<file path="config.mk">
export PLATFORM = sky130hd
export DESIGN_NAME = esq_event_step_sequencer
export DESIGN_NICKNAME = d
export VERILOG_FILES = /design/src/esq_pkg.sv /design/src/esq_tb_if.sv /design/src/esq_timebase.sv /design/src/esq_event_step_sequencer.sv
export SDC_FILE = /design/constraint.sdc
export NUM_CORES = 2
export LEC_CHECK = 0
export BUFFER_PORTS_ARGS = -buffer_cell sky130_fd_sc_hd__buf_2
export CAP_MARGIN = 20
export CORE_MARGIN = 1
export CORE_UTILIZATION = 57
export DETAILED_ROUTE_END_ITERATION = 7
export MAX_ROUTING_LAYER = met4
export PLACE_DENSITY = 0.76
export SYNTH_ARGS = -nofsm -noshare
export SYNTH_HDL_FRONTEND = slang
export SYNTH_SLANG_ARGS = --single-unit
</file>
<file path="constraint.sdc">
create_clock -name ref_clk -period 5.7 [get_ports ref_clk]
set_input_delay 0.285 -clock ref_clk [delete_from_list [all_inputs] [get_ports ref_clk]]
set_output_delay 0.285 -clock ref_clk [all_outputs]
set_load 0.05 [all_outputs]
</file>
<file path="src/esq_pkg.sv">
package esq_pkg;

  // ----------------------------------------------------------------
  // Sizes and limits
  // ----------------------------------------------------------------
  localparam int          STEPS       = 16;
  localparam int          NOUT        = 16;
  localparam int          CNT_W       = 14;
  localparam int          STEP_W      = 5;
  localparam int          EV_W        = 5;
  localparam int          ADR_W       = 9;
  localparam logic [13:0] CPS_MAX     = 14'd9999;
  localparam logic [13:0] TB_MAX      = 14'd9999;
  localparam logic [4:0]  PRESET_MIN  = 5'd1;
  localparam logic [4:0]  PRESET_MAX  = 5'd16;
  localparam logic [7:0]  BASE_MAX    = 8'd124;

  // ----------------------------------------------------------------
  // Timing: one timebase unit is one hundredth of a second
  // ----------------------------------------------------------------
  localparam int          UNIT_NS     = 10000000;
  localparam int          CLK_NS      = 100;
  localparam int          UNIT_CYC    = UNIT_NS / CLK_NS;

  // ----------------------------------------------------------------
  // Register byte offsets and step-table block selects
  // ----------------------------------------------------------------
  localparam logic [8:0]  OFF_CTRL    = 9'h000;
  localparam logic [8:0]  OFF_TB      = 9'h004;
  localparam logic [8:0]  OFF_PRE     = 9'h008;
  localparam logic [8:0]  OFF_CNT     = 9'h00c;
  localparam logic [8:0]  OFF_TMR     = 9'h010;
  localparam logic [8:0]  OFF_STEP    = 9'h014;
  localparam logic [8:0]  OFF_BASE    = 9'h018;
  localparam logic [8:0]  OFF_OUT     = 9'h01c;
  localparam logic [2:0]  REG_CPS     = 3'h1;
  localparam logic [2:0]  REG_PAT     = 3'h2;
  localparam logic [2:0]  REG_MSK     = 3'h3;
  localparam logic [2:0]  REG_EVT     = 3'h4;

  // ----------------------------------------------------------------
  // Field positions and reset values
  // ----------------------------------------------------------------
  localparam int          B_START     = 0;
  localparam int          B_JOG       = 1;
  localparam int          B_RST       = 2;
  localparam int          B_RUN       = 3;
  localparam int          B_MASK      = 4;
  localparam int          CTRL_W      = 5;
  localparam int          B_DONE      = 31;
  localparam int          B_EV_USE    = 4;
  localparam logic [4:0]  CTRL_RST    = 5'h00;
  localparam logic [15:0] MASK_RST    = 16'hffff;
  localparam logic [15:0] PAT_RST     = 16'h0000;
  localparam logic [4:0]  EVT_RST     = 5'h00;

  typedef enum logic [1:0] {ST_PROG, ST_RUN, ST_DONE} esq_state_e;

endpackage

</file>
<file path="src/esq_tb_if.sv">
`timescale 1ns/1ps
// Link between the step sequencer and its timebase counter.
interface esq_tb_if;
  logic        enable;
  logic        clear;
  logic [13:0] timebase;
  logic        pulse;
  logic [13:0] timer_val;
  modport seq (output enable, output clear, output timebase, input pulse, input timer_val);
  modport gen (input enable, input clear, input timebase, output pulse, output timer_val);
endinterface

</file>
<file path="src/esq_timebase.sv">
`timescale 1ns/1ps
// Divides the clock into hundredths of a second, then into counts of timebase units.
module esq_timebase #(
  parameter int UNIT_CYC = esq_pkg::UNIT_CYC
) (
  // Clock and reset.
  input wire logic ref_clk,
  input wire logic nrst,
  // Sequencer side.
  esq_tb_if.gen    tb
);
  import esq_pkg::*;

  // Elaboration refuses a prescaler that the 24-bit unit counter cannot hold.
  if (UNIT_CYC < 2 || UNIT_CYC > 2**24) begin : g_bad_unit
    $error("UNIT_CYC out of range");
  end

  logic [23:0] unit_r;
  logic [13:0] sub_r;
  logic        pulse_r;
  logic        unit_end;

  assign unit_end     = tb.enable && (unit_r == 24'(UNIT_CYC - 1));
  assign tb.pulse     = pulse_r;
  assign tb.timer_val = sub_r;

  // Hundredth prescaler; it freezes while disabled so a paused step keeps its phase.
  always_ff @(posedge ref_clk or negedge nrst) begin
    if (!nrst) begin
      unit_r <= 24'h000000;
    end else if (tb.clear || unit_end) begin
      unit_r <= 24'h000000;
    end else if (tb.enable) begin
      unit_r <= unit_r + 24'h000001;
    end
  end

  // One count lasts timebase units; a zero timebase is served as one unit.
  always_ff @(posedge ref_clk or negedge nrst) begin
    if (!nrst) begin
      sub_r   <= 14'h0000;
      pulse_r <= 1'b0;
    end else begin
      pulse_r <= 1'b0;
      if (tb.clear) begin
        sub_r <= 14'h0000;
      end else if (unit_end) begin
        if (sub_r + 14'h0001 >= tb.timebase) begin
          sub_r   <= 14'h0000;
          pulse_r <= 1'b1;
        end else begin
          sub_r <= sub_r + 14'h0001;
        end
      end
    end
  end
endmodule

</file>
<file path="src/esq_event_step_sequencer.sv">
// Local design decisions: the Wishbone register port and the placing of the registers.
`timescale 1ns/1ps
module esq_event_step_sequencer #(
  parameter int UNIT_CYC = esq_pkg::UNIT_CYC
) (
  // Clock and reset.
  input  wire logic                       ref_clk,
  input  wire logic                       nrst,
  // Wishbone classic slave.
  input  wire logic                       wb_cyc_i,
  input  wire logic                       wb_stb_i,
  input  wire logic                       wb_we_i,
  input  wire logic [esq_pkg::ADR_W-1:0]  wb_adr_i,
  input  wire logic [3:0]                 wb_sel_i,
  input  wire logic [31:0]                wb_dat_i,
  output logic      [31:0]                wb_dat_o,
  output logic                            wb_ack_o,
  // Event contacts and outputs.
  input  wire logic [esq_pkg::STEPS-1:0]  event_in,
  output logic      [esq_pkg::NOUT-1:0]   drum_out
);
  import esq_pkg::*;

  // ----------------------------------------------------------------
  // State
  // ----------------------------------------------------------------
  logic [CTRL_W-1:0] ctrl_r;
  logic [13:0]       tb_r;
  logic [4:0]        preset_r;
  logic [7:0]        base_r;
  logic [13:0]       cps_r [STEPS];
  logic [15:0]       pat_r [STEPS];
  logic [15:0]       msk_r [STEPS];
  logic [EV_W-1:0]   evt_r [STEPS];
  logic [15:0]       ev_s1_r, ev_s2_r, ev_s3_r, ev_r;
  logic              jog_d_r, run_d_r;
  esq_state_e        state_r;
  logic [STEP_W-1:0] step_r;
  logic [CNT_W-1:0]  cnt_r;
  logic              done_r;
  logic              ack_r;
  logic [31:0]       dat_r;
  logic [15:0]       out_r;

  logic [3:0]        idx;
  logic              wr_go, rd_go, jog_rise, run_rise, rst_c, start_c, ev_ok, at_end, adv, load;
  logic [31:0]       wdat;
  logic [15:0]       out_nxt;
  logic [3:0]        tidx;

  esq_tb_if tb ();

  esq_timebase #(.UNIT_CYC(UNIT_CYC)) u_tb (
    .ref_clk (ref_clk),
    .nrst    (nrst),
    .tb      (tb.gen)
  );

  // ----------------------------------------------------------------
  // Helpers
  // ----------------------------------------------------------------
  // Byte-lane merge of a write into an existing word.
  function automatic logic [31:0] merge(input logic [31:0] old, input logic [31:0] nw, input logic [3:0] sel);
    logic [31:0] r;
    r = old;
    for (int b = 0; b < 4; b++) begin
      if (sel[b]) begin
        r[8*b +: 8] = nw[8*b +: 8];
      end
    end
    return r;
  endfunction

  // Step numbers run from one; the tables are indexed from zero.
  function automatic logic [3:0] step2idx(input logic [STEP_W-1:0] s);
    return 4'(s - 5'd1);
  endfunction

  // ----------------------------------------------------------------
  // Bus decode
  // ----------------------------------------------------------------
  // One wait state: ack rises the cycle after the request and falls after one cycle.
  assign wr_go    = wb_cyc_i && wb_stb_i && wb_we_i && !ack_r;
  assign rd_go    = wb_cyc_i && wb_stb_i && !wb_we_i && !ack_r;
  assign tidx     = wb_adr_i[5:2];
  assign wb_ack_o = ack_r;
  assign wb_dat_o = dat_r;
  assign drum_out = out_r;

  // Sequencer control terms, all from registered state: control bits, step, count and synchronised events.
  assign idx      = step2idx(step_r);
  assign start_c  = ctrl_r[B_START];
  assign rst_c    = ctrl_r[B_RST];
  assign jog_rise = ctrl_r[B_JOG] && !jog_d_r;
  assign run_rise = ctrl_r[B_RUN] && !run_d_r;
  assign ev_ok    = !evt_r[idx][B_EV_USE] || ev_r[evt_r[idx][3:0]];
  assign at_end   = start_c && ev_ok && (cnt_r == cps_r[idx]);
  assign adv      = (state_r == ST_RUN) && !rst_c && !run_rise && (jog_rise || at_end);
  assign load     = rst_c || run_rise;

  // Timebase is gated by start and by the step's event.
  assign tb.enable   = (state_r == ST_RUN) && start_c && ev_ok && !adv && !load;
  assign tb.clear    = adv || load;
  assign tb.timebase = tb_r;

  // Pattern for the current step, masked when masking is selected.
  assign out_nxt = pat_r[idx] & (ctrl_r[B_MASK] ? msk_r[idx] : 16'hffff);

  // ----------------------------------------------------------------
  // Bus acknowledge and read data
  // ----------------------------------------------------------------
  // Unmapped addresses answer with zero data, so a stray read never hangs the master.
  always_ff @(posedge ref_clk or negedge nrst) begin
    if (!nrst) begin
      ack_r <= 1'b0;
      dat_r <= 32'h00000000;
    end else begin
      ack_r <= wb_cyc_i && wb_stb_i && !ack_r;
      if (rd_go) begin
        dat_r <= 32'h00000000;
        case (wb_adr_i)
          OFF_CTRL: dat_r <= 32'(ctrl_r);
          OFF_TB:   dat_r <= 32'(tb_r);
          OFF_PRE:  dat_r <= 32'(preset_r);
          OFF_CNT:  dat_r <= {done_r, 17'h00000, cnt_r};
          OFF_TMR:  dat_r <= 32'(tb.timer_val);
          OFF_STEP: dat_r <= 32'(step_r);
          OFF_BASE: dat_r <= 32'(base_r);
          OFF_OUT:  dat_r <= 32'(out_r);
          default: begin
            case (wb_adr_i[8:6])
              REG_CPS: dat_r <= 32'(cps_r[tidx]);
              REG_PAT: dat_r <= 32'(pat_r[tidx]);
              REG_MSK: dat_r <= 32'(msk_r[tidx]);
              REG_EVT: dat_r <= 32'(evt_r[tidx]);
              default: dat_r <= 32'h00000000;
            endcase
          end
        endcase
      end
    end
  end

  // ----------------------------------------------------------------
  // Configuration registers
  // ----------------------------------------------------------------
  // Write data merged into the addressed word, so the range checks see the whole new value.
  always_comb begin
    case (wb_adr_i)
      OFF_TB:   wdat = merge(32'(tb_r), wb_dat_i, wb_sel_i);
      OFF_PRE:  wdat = merge(32'(preset_r), wb_dat_i, wb_sel_i);
      OFF_BASE: wdat = merge(32'(base_r), wb_dat_i, wb_sel_i);
      default:  wdat = merge(32'(cps_r[tidx]), wb_dat_i, wb_sel_i);
    endcase
  end

  // Out-of-range values are dropped rather than clipped; status counters are read only.
  always_ff @(posedge ref_clk or negedge nrst) begin
    if (!nrst) begin
      ctrl_r   <= CTRL_RST;
      tb_r     <= 14'h0000;
      preset_r <= PRESET_MIN;
      base_r   <= 8'h00;
    end else if (wr_go) begin
      case (wb_adr_i)
        OFF_CTRL: ctrl_r <= CTRL_W'(merge(32'(ctrl_r), wb_dat_i, wb_sel_i));
        OFF_TB: begin
          if (wdat <= 32'(TB_MAX)) begin
            tb_r <= wdat[13:0];
          end
        end
        OFF_PRE: begin
          if (wdat >= 32'(PRESET_MIN) && wdat <= 32'(PRESET_MAX)) begin
            preset_r <= wdat[4:0];
          end
        end
        OFF_BASE: begin
          if (wdat <= 32'(BASE_MAX)) begin
            base_r <= wdat[7:0];
          end
        end
        default: ;
      endcase
    end
  end

  // Step tables; everything starts blank and masks start fully open.
  always_ff @(posedge ref_clk or negedge nrst) begin
    if (!nrst) begin
      for (int i = 0; i < STEPS; i++) begin
        cps_r[i] <= 14'h0000;
        pat_r[i] <= PAT_RST;
        msk_r[i] <= MASK_RST;
        evt_r[i] <= EVT_RST;
      end
    end else if (wr_go) begin
      case (wb_adr_i[8:6])
        REG_CPS: begin
          if (wdat <= 32'(CPS_MAX)) begin
            cps_r[tidx] <= wdat[13:0];
          end
        end
        REG_PAT: pat_r[tidx] <= 16'(merge(32'(pat_r[tidx]), wb_dat_i, wb_sel_i));
        REG_MSK: msk_r[tidx] <= 16'(merge(32'(msk_r[tidx]), wb_dat_i, wb_sel_i));
        REG_EVT: evt_r[tidx] <= EV_W'(merge(32'(evt_r[tidx]), wb_dat_i, wb_sel_i));
        default: ;
      endcase
    end
  end

  // ----------------------------------------------------------------
  // Event input synchroniser
  // ----------------------------------------------------------------
  // Three stages; a bit changes only once the second and third agree, which rejects one-cycle glitches.
  always_ff @(posedge ref_clk or negedge nrst) begin
    if (!nrst) begin
      ev_s1_r <= 16'h0000;
      ev_s2_r <= 16'h0000;
      ev_s3_r <= 16'h0000;
      ev_r    <= 16'h0000;
    end else begin
      ev_s1_r <= event_in;
      ev_s2_r <= ev_s1_r;
      ev_s3_r <= ev_s2_r;
      ev_r    <= (ev_s2_r & ev_s3_r) | (ev_r & (ev_s2_r | ev_s3_r));
    end
  end

  // ----------------------------------------------------------------
  // Step sequencer
  // ----------------------------------------------------------------
  // Edge memories for jog and the run mode bit.
  always_ff @(posedge ref_clk or negedge nrst) begin
    if (!nrst) begin
      jog_d_r <= 1'b0;
      run_d_r <= 1'b0;
    end else begin
      jog_d_r <= ctrl_r[B_JOG];
      run_d_r <= ctrl_r[B_RUN];
    end
  end

  // Reset wins over everything, then mode entry, then jog and count advance.
  always_ff @(posedge ref_clk or negedge nrst) begin
    if (!nrst) begin
      state_r <= ST_PROG;
      step_r  <= PRESET_MIN;
      cnt_r   <= 14'h0000;
      done_r  <= 1'b0;
    end else if (!ctrl_r[B_RUN]) begin
      state_r <= ST_PROG;
      if (rst_c) begin
        step_r <= preset_r;
        cnt_r  <= 14'h0000;
        done_r <= 1'b0;
      end
    end else if (load) begin
      state_r <= ST_RUN;
      step_r  <= preset_r;
      cnt_r   <= 14'h0000;
      done_r  <= 1'b0;
    end else begin
      case (state_r)
        ST_RUN: begin
          if (adv) begin
            cnt_r <= 14'h0000;
            if (step_r == PRESET_MAX) begin
              state_r <= ST_DONE;
              done_r  <= 1'b1;
            end else begin
              step_r <= step_r + 5'd1;
            end
          end else if (tb.pulse && tb.enable) begin
            cnt_r <= cnt_r + 14'h0001;
          end
        end
        ST_DONE: ;
        ST_PROG: state_r <= ST_PROG;  // Not reached: reset clears the run bit and each rise of it loads; wait for a new edge.
        default: state_r <= ST_PROG;
      endcase
    end
  end

  // Outputs follow the current step every clock, also outside run mode.
  always_ff @(posedge ref_clk or negedge nrst) begin
    if (!nrst) begin
      out_r <= 16'h0000;
    end else begin
      out_r <= out_nxt;
    end
  end
endmodule

</file>
; ---- Word level (Yosys, flattened, before mapping)
; Index checks and enable logic that the tools add are counted.
; W data, S select, Z words.
[classes]
eq_ne = 24
mux = 95
bitwise = 7
magnitude_cmp = 9
addsub = 5
reduce_logical = 51
[op_table]
columns = operator, count
row1 = $bwmux W256, 2
row2 = $bmux W16 S4, 4
row3 = $pmux W32 S8, 1
row4 = $bwmux W224, 1
row5 = $mux W14, 14
row6 = $mux W8, 21
row7 = $mux W16, 10
row8 = $bmux W14 S4, 2
row9 = $bwmux W80, 1
row10 = $mux W5, 14
row11 = $demux W16 S4, 1
row12 = $pmux W16 S4, 1
row13 = $demux W14 S4, 1
row14 = $and A16 B16 Y16, 3
row15 = $mux W24, 2
row16 = $pmux W16 S3, 1
row17 = $bmux W5 S4, 2
row18 = $eq A9 B5 Y1 const B, 4
row19 = $ge A32 B1 Y1 const B, 1
row20 = $le A32 B14 Y1 const B, 1
row21 = $le A32 B5 Y1 const B, 1
row22 = $le A32 B7 Y1 const B, 1
row23 = $or A16 B16 Y16, 2
row24 = $add A14 B1 Y14 const B, 2
row25 = other kinds (36), 98
[totals]
word_cells = 275
output_inout_bits = 49
in_bits = 66
reg_bits = 1024

; ---- Logic depth before layout (Yosys ltp)
[logic_depth]
word_depth = 21
ltp_mapped = 22
depth_no_buf = 14

; ---- Modules after synthesis
; From an unflattened synthesis, not the netlist that was laid out.
[unflattened]
cells_unflattened = 4577
area_unflattened_um2 = 51768.4
[by_module_without_submodules]
columns = module, seq_area_each_um2, n_inst, cells_per_inst, area_per_inst_um2
row1 = esq_event_step_sequencer, 24596.1, 1, 4281, 49115.9
row2 = esq_timebase, 975.9, 1, 296, 2652.5

; ---- Worst setup path before layout
; No wires, ideal clock.
[synth_timing]
kind = register to register
start = register step_r[0]
end = register u_tb.sub_r[10], in the netlist u_tb.tb.timer_val[10]
t_required_ns = 5.582
path_stages_with_launch = 22
setup_ns = 0.118
synth_period_minus_slack_ns = 5.772
path_slack_ns = -0.072
arrival_ns = 5.654
n_path_buf = 10
path_cell_list = dfstp_2 > buf_6 > buf_6 > buf_2 > clkbuf_1 > clkbuf_1 > clkbuf_1 > inv_1 > ha_1 > buf_2 > buf_2 > clkbuf_1 > mux4_2 > mux4_2 > xnor2_1 > nand4_1 > nor4_4 > nor4b_4 > nor2_1 > and2_1 > buf_2 > a21o_1
[synth_between]
elab_chain_len = 17
elab_cells_between_ends = 25
cone_classes = 1 x add/sub / 1 x eq/ne / 9 x mux / 1 x bitwise / 13 x reduce/logical
[synth_lines]
columns = item, line
row1 = "start, declared", esq_event_step_sequencer.sv:38  ; logic [STEP_W-1:0] step_r;
row2 = "start signal, assigned", esq_event_step_sequencer.sv:253  ; step_r <= preset_r;
row3 = "start signal, assigned", esq_event_step_sequencer.sv:259  ; step_r <= preset_r;
row4 = "start signal, assigned", esq_event_step_sequencer.sv:271  ; step_r <= step_r + 5'd1;
row5 = $sub A4 B1 Y4 (*), esq_event_step_sequencer.sv:76  ; return 4'(s - 5'd1);
row6 = $not A4 Y5 (implied by the code) (*), "esq_event_step_sequencer.sv:96, esq_event_step_sequencer.sv:97"
row7 = $bmux W5 S4, esq_event_step_sequencer.sv:96  ; assign ev_ok = !evt_r[idx][B_EV_USE] || ev_r[evt_r[idx][3:0]];
row8 = $mux W5 (implied by the code) (2 in series), esq_event_step_sequencer.sv:96
row9 = $bmux W1 S4, esq_event_step_sequencer.sv:96
row10 = $mux W1 (implied by the code), esq_event_step_sequencer.sv:96
row11 = $logic_or A1 B1 Y1, esq_event_step_sequencer.sv:96
row12 = $logic_and A1 B1 Y1 (2 in series), esq_event_step_sequencer.sv:97  ; assign at_end = start_c && ev_ok && (cnt_r == cps_r[idx]);
row13 = $logic_or A1 B1 Y1, esq_event_step_sequencer.sv:98  ; assign adv = (state_r == ST_RUN) && !rst_c && !run_rise && (jog_rise || at_end);
row14 = $logic_and A1 B1 Y1, esq_event_step_sequencer.sv:98
row15 = $logic_not A1 Y1, esq_event_step_sequencer.sv:102  ; assign tb.enable = (state_r == ST_RUN) && start_c && ev_ok && !adv && !load;
row16 = $logic_and A1 B1 Y1 (2 in series), esq_event_step_sequencer.sv:102
row17 = $logic_and A1 B1 Y1, esq_timebase.sv:24  ; assign unit_end = tb.enable && (unit_r == 24'(UNIT_CYC - 1));
row18 = $reduce_bool A2 Y1 (no line), n/a
row19 = "end signal, assigned", esq_timebase.sv:53  ; sub_r <= sub_r + 14'h0001;
row20 = "end, declared", esq_timebase.sv:20  ; logic [13:0] sub_r;
; Mark *: on every way between the ends. The rest lies on a longest branch, timed or not. The select of a mux whose other input is x is not followed.
; A chain may end at the register's enable or synchronous reset.

; ---- Worst setup path in the final report
[layout_timing]
start = register step_r[0]
end = register u_tb.unit_r[1]
[layout_between]
elab_chain_len = 18
elab_cells_between_ends = 26
cone_classes = 1 x add/sub / 1 x eq/ne / 9 x mux / 1 x bitwise / 14 x reduce/logical
[layout_lines]
columns = item, line
row1 = $sub A4 B1 Y4 (*), esq_event_step_sequencer.sv:76
row2 = $not A4 Y5 (implied by the code) (*), "esq_event_step_sequencer.sv:96, esq_event_step_sequencer.sv:97"
row3 = $bmux W5 S4, esq_event_step_sequencer.sv:96
row4 = $mux W5 (implied by the code) (2 in series), esq_event_step_sequencer.sv:96
row5 = $bmux W1 S4, esq_event_step_sequencer.sv:96
row6 = $mux W1 (implied by the code), esq_event_step_sequencer.sv:96
row7 = $logic_or A1 B1 Y1, esq_event_step_sequencer.sv:96
row8 = $logic_and A1 B1 Y1 (2 in series), esq_event_step_sequencer.sv:97
row9 = $logic_or A1 B1 Y1, esq_event_step_sequencer.sv:98
row10 = $logic_and A1 B1 Y1, esq_event_step_sequencer.sv:98
row11 = $logic_not A1 Y1, esq_event_step_sequencer.sv:102
row12 = $logic_and A1 B1 Y1 (2 in series), esq_event_step_sequencer.sv:102
row13 = $logic_and A1 B1 Y1, esq_timebase.sv:24
row14 = $logic_or A1 B1 Y1, esq_timebase.sv:32  ; end else if (tb.clear || unit_end) begin
row15 = $mux W24 or $reduce_bool A2 Y1 (tied branches), n/a
row16 = "end signal, assigned", esq_timebase.sv:35  ; unit_r <= unit_r + 24'h000001;
row17 = "end, declared", esq_timebase.sv:19  ; logic [23:0] unit_r;
; Marked as above.

==> flow_summary.ini <==
[place]
hpwlAfterDp_mm = 100.7
dpl_cell_area_um2 = 53940
dp_cells = 5340
portBuffers = 99
gp_congestion = 1.036
post-place-ws_ns = 0.5443

[detailed_routing]
drtIter0Drc = 4449
drtAntennaViolNets = 0
wl_per_cell_um = 28.35
wirelength_mm = 157.7
vias_per_cell = 6.848
drtPass1Iterations = 8
drc = 0
num_vias = 38100

[logic_synthesis]
ys_types = 81
synthMostInstantiatedCell = dfrtp_1
synth_top_area_cell = dfrtp_1
synthFlopType = dfrtp_1
synth_top_area_share_pct = 35.92
async_flop_share_pct = 100.0
yosys_warnings = 0
ys_top_cells_by_area = dfrtp_1 (36%), mux4_2 (20%), dfstp_2 (13%), a21oi_1 (3.6%), mux2_2 (3.3%)
synth_cells = 4298
synthesis.area_um2 = 52320
ys_seq_elements = 1009
yosys-top-cells-count = dfrtp_1 (751), mux4_2 (476), nor2_1 (449)
synth.avg_cell_area_um2 = 12.17
synth_edf_count = 0
synth-seq-area-share_pct = 48.88

[floorplan]
start_util_pct = 57.86
die_w_um = 305.0
rows = 110
coreArea_um2 = 90420
die_area_um2 = 93000
die_h_um = 305.0
io_pins = 115

[finish]
layout-drive-gt1-share_pct = 31.50
fin_cells = 5564
area_growth_pct = 10.09
final_nets = 4378
design_area_um2 = 57600

[sta]
skew_ns = 0.04037
fmax_mhz = 192.0
tightest_slew_ns = 1.162
tns_ns = 0
fin_crit_sh_pct = 91.37
setup_ws_ns = 0.4917
maxSlewViolCount = 0
hold_violations = 0
rsz0062_at_grt = no
timing.final.crit_period_ns = 5.208
relSlewSlack_pct = 21.92
setup_viol = 0

[power_and_ir_drop]
ir_drop_mv = 0.2783
pwr-share-clk_pct = 44.1
power_density_nw_per_um2 = 269.5
power.internal_mw = 11.69
combPwrFrac_pct = 7.2
p_sw_share_pct = 24.68
seq_power_share_pct = 48.7
power.switching_mw = 3.831
p_leak_nw = 24.11
power.total_mw = 15.52

[critical_path]
critPathTopFamily = simple AND/OR/NAND/NOR gates
crit_top_cell = mux4_2
worstSetupStartpointType = register
crit_end = u_tb.unit_r[1]
crit_buf_inv = 2
cp_slowest_stage_delay_ns = 0.91
worstSetupEndpointType = register
r2r-end = u_tb.unit_r[1]
reg2reg_setup_slack_ns = 0.49
crit_path_top_delay_cell = dfstp_4
cp.arrival_ns = 5.80
cp_num_cells = 12
path_cells = inv_1 -> ha_4 -> buf_12 -> mux4_2 -> mux4_2 -> xnor2_1 -> nand4_1 -> nor4_4 -> nor4b_4 -> nor2_1 -> and2_1 -> a32o_1
startpoint = step_r[0]
cp_max_fo = 29
critPathKind = reg -> reg
rr_startpoint = step_r[0]
r2r.worst_path.cells = 12
cp.required_ns = 6.29

[min_path]
holdCritStartpoint = wb_dat_i[4]
min_path_type = in -> reg

[global_routing]
met1_usage_pct = 45.15
grt_overflow = 0
grt_max_degree = 165
grt_util_met2_pct = 50.82
grt_pass1_wl_mm = 239.0
grt_pass1_vias = 37860
grt.total_usage_pct = 35.50
grt_busiest_layer = met2
grt_util_met3_pct = 10.60
grt_antenna_before_repair = 7

[clock_network]
htreeDepth = 3
clockBufferDepth = 3
cts_sinks = 1009
cts_tree = yes
cts_made_buffers = 104
ctsRootBufferMaster = clkbuf_16
clock_latency_ns = 0.72
path_clk_slew_ns = 0.07
cts_resized = 0

[run]
maxCapViolCount = 0

[status]
status = finished, final reports clean
[stage by stage]
step                util (%)  hold WS, ns
finish                 63.70      0.09149
global route           63.68      0.06936
CTS                    63.61      0.04681
detailed placement     59.65       0.3379
global placement       59.64       0.3335
floorplan                  -     -0.01059
[state kept, by name, summed over array words and instances, names as in the netlist, 16 cells and up]
signal       flops
ev_s2_r         16
ev_s1_r         16
evt_r           80
cps_r          224
pat_r          256
wb_dat_o        17
ev_r            16
ev_s3_r         16
msk_r          256
u_tb.unit_r     24
drum_out        16
[cells in the final DEF, fill, tap and decap left out, drive strengths merged, types with 19 or more instances in the layout]
cell type / count
nand3: 32
nand2b: 34
mux4: 476
dlygate4sd3: 19
mux2: 245
ha: 19
nor2: 449
nor3: 28
a22oi: 38
and3: 21
dfstp: 258
o21ai: 319
clkbuf: 151
xnor2: 23
nand4: 21
dfrtp: 751
mux2i: 60
clkinv: 27
a21oi: 377
nand2: 452
nor4: 20
buf: 236
inv: 48
[routing by layer]
layer,vias up,share of wire (%)
met5,-,0
met2,2338,45
li1,15840,-
met4,0,6.7
met3,545,12
met1,19380,37
[timing repair]
action	in CTS	in global routing
hold buffers	19	0
hold endpoints to repair	103	0
buffers inserted	0	0
[logic make-up after synthesis]
family / after synthesis / synth area share (%)
and+or+nand+nor: 1120 / 9.291
DFF: 1009 / 48.88
AOI/OAI and AO/OA: 896 / 9.819
muxes: 781 / 27.11
buffers and inverters: 425 / 3.621
adders and majority gates: 35 / 0.7605
xor gates and xnor gates: 31 / 0.5190
other: 1 / 0.007168
[power by group through the flow]
stage / Sequential, mW / Clock, mW / Combinational, mW
after global routing: 7.57 / 7.18 / 1.20
after global placement: 7.65 / 0 / 1.08
after floorplan: 7.67 / 0 / 0.605
after CTS: 7.54 / 6.90 / 1.11
final: 7.55 / 6.85 / 1.12
after detailed placement: 7.67 / 0 / 1.09
[how the worst min path moves through the flow]
| stage | cells past startpoint | end |
|---|---|---|
| 2_1_floorplan | 0 | base_r[0] |
| 3_3_place_gp | 0 | ev_s2_r[8] |
| 3_5_place_dp | 0 | ev_s2_r[13] |
| 4_1_cts | 2 | ctrl_r[4] |
| 5_1_grt | 2 | ctrl_r[4] |
| 6_report | 2 | ctrl_r[4] |
[cell type report]
type	instances	area [µm²]
diodes	10	25.02
clock buffers	151	2980
clock inverters	40	409.1
fillers	6612	32830
inverters	45	168.9
multi-input cells	2878	25060
flip-flops and latches	1009	25580
well taps	1176	1471
repair buffers	255	1904
(Power assumes the default switching activity.)
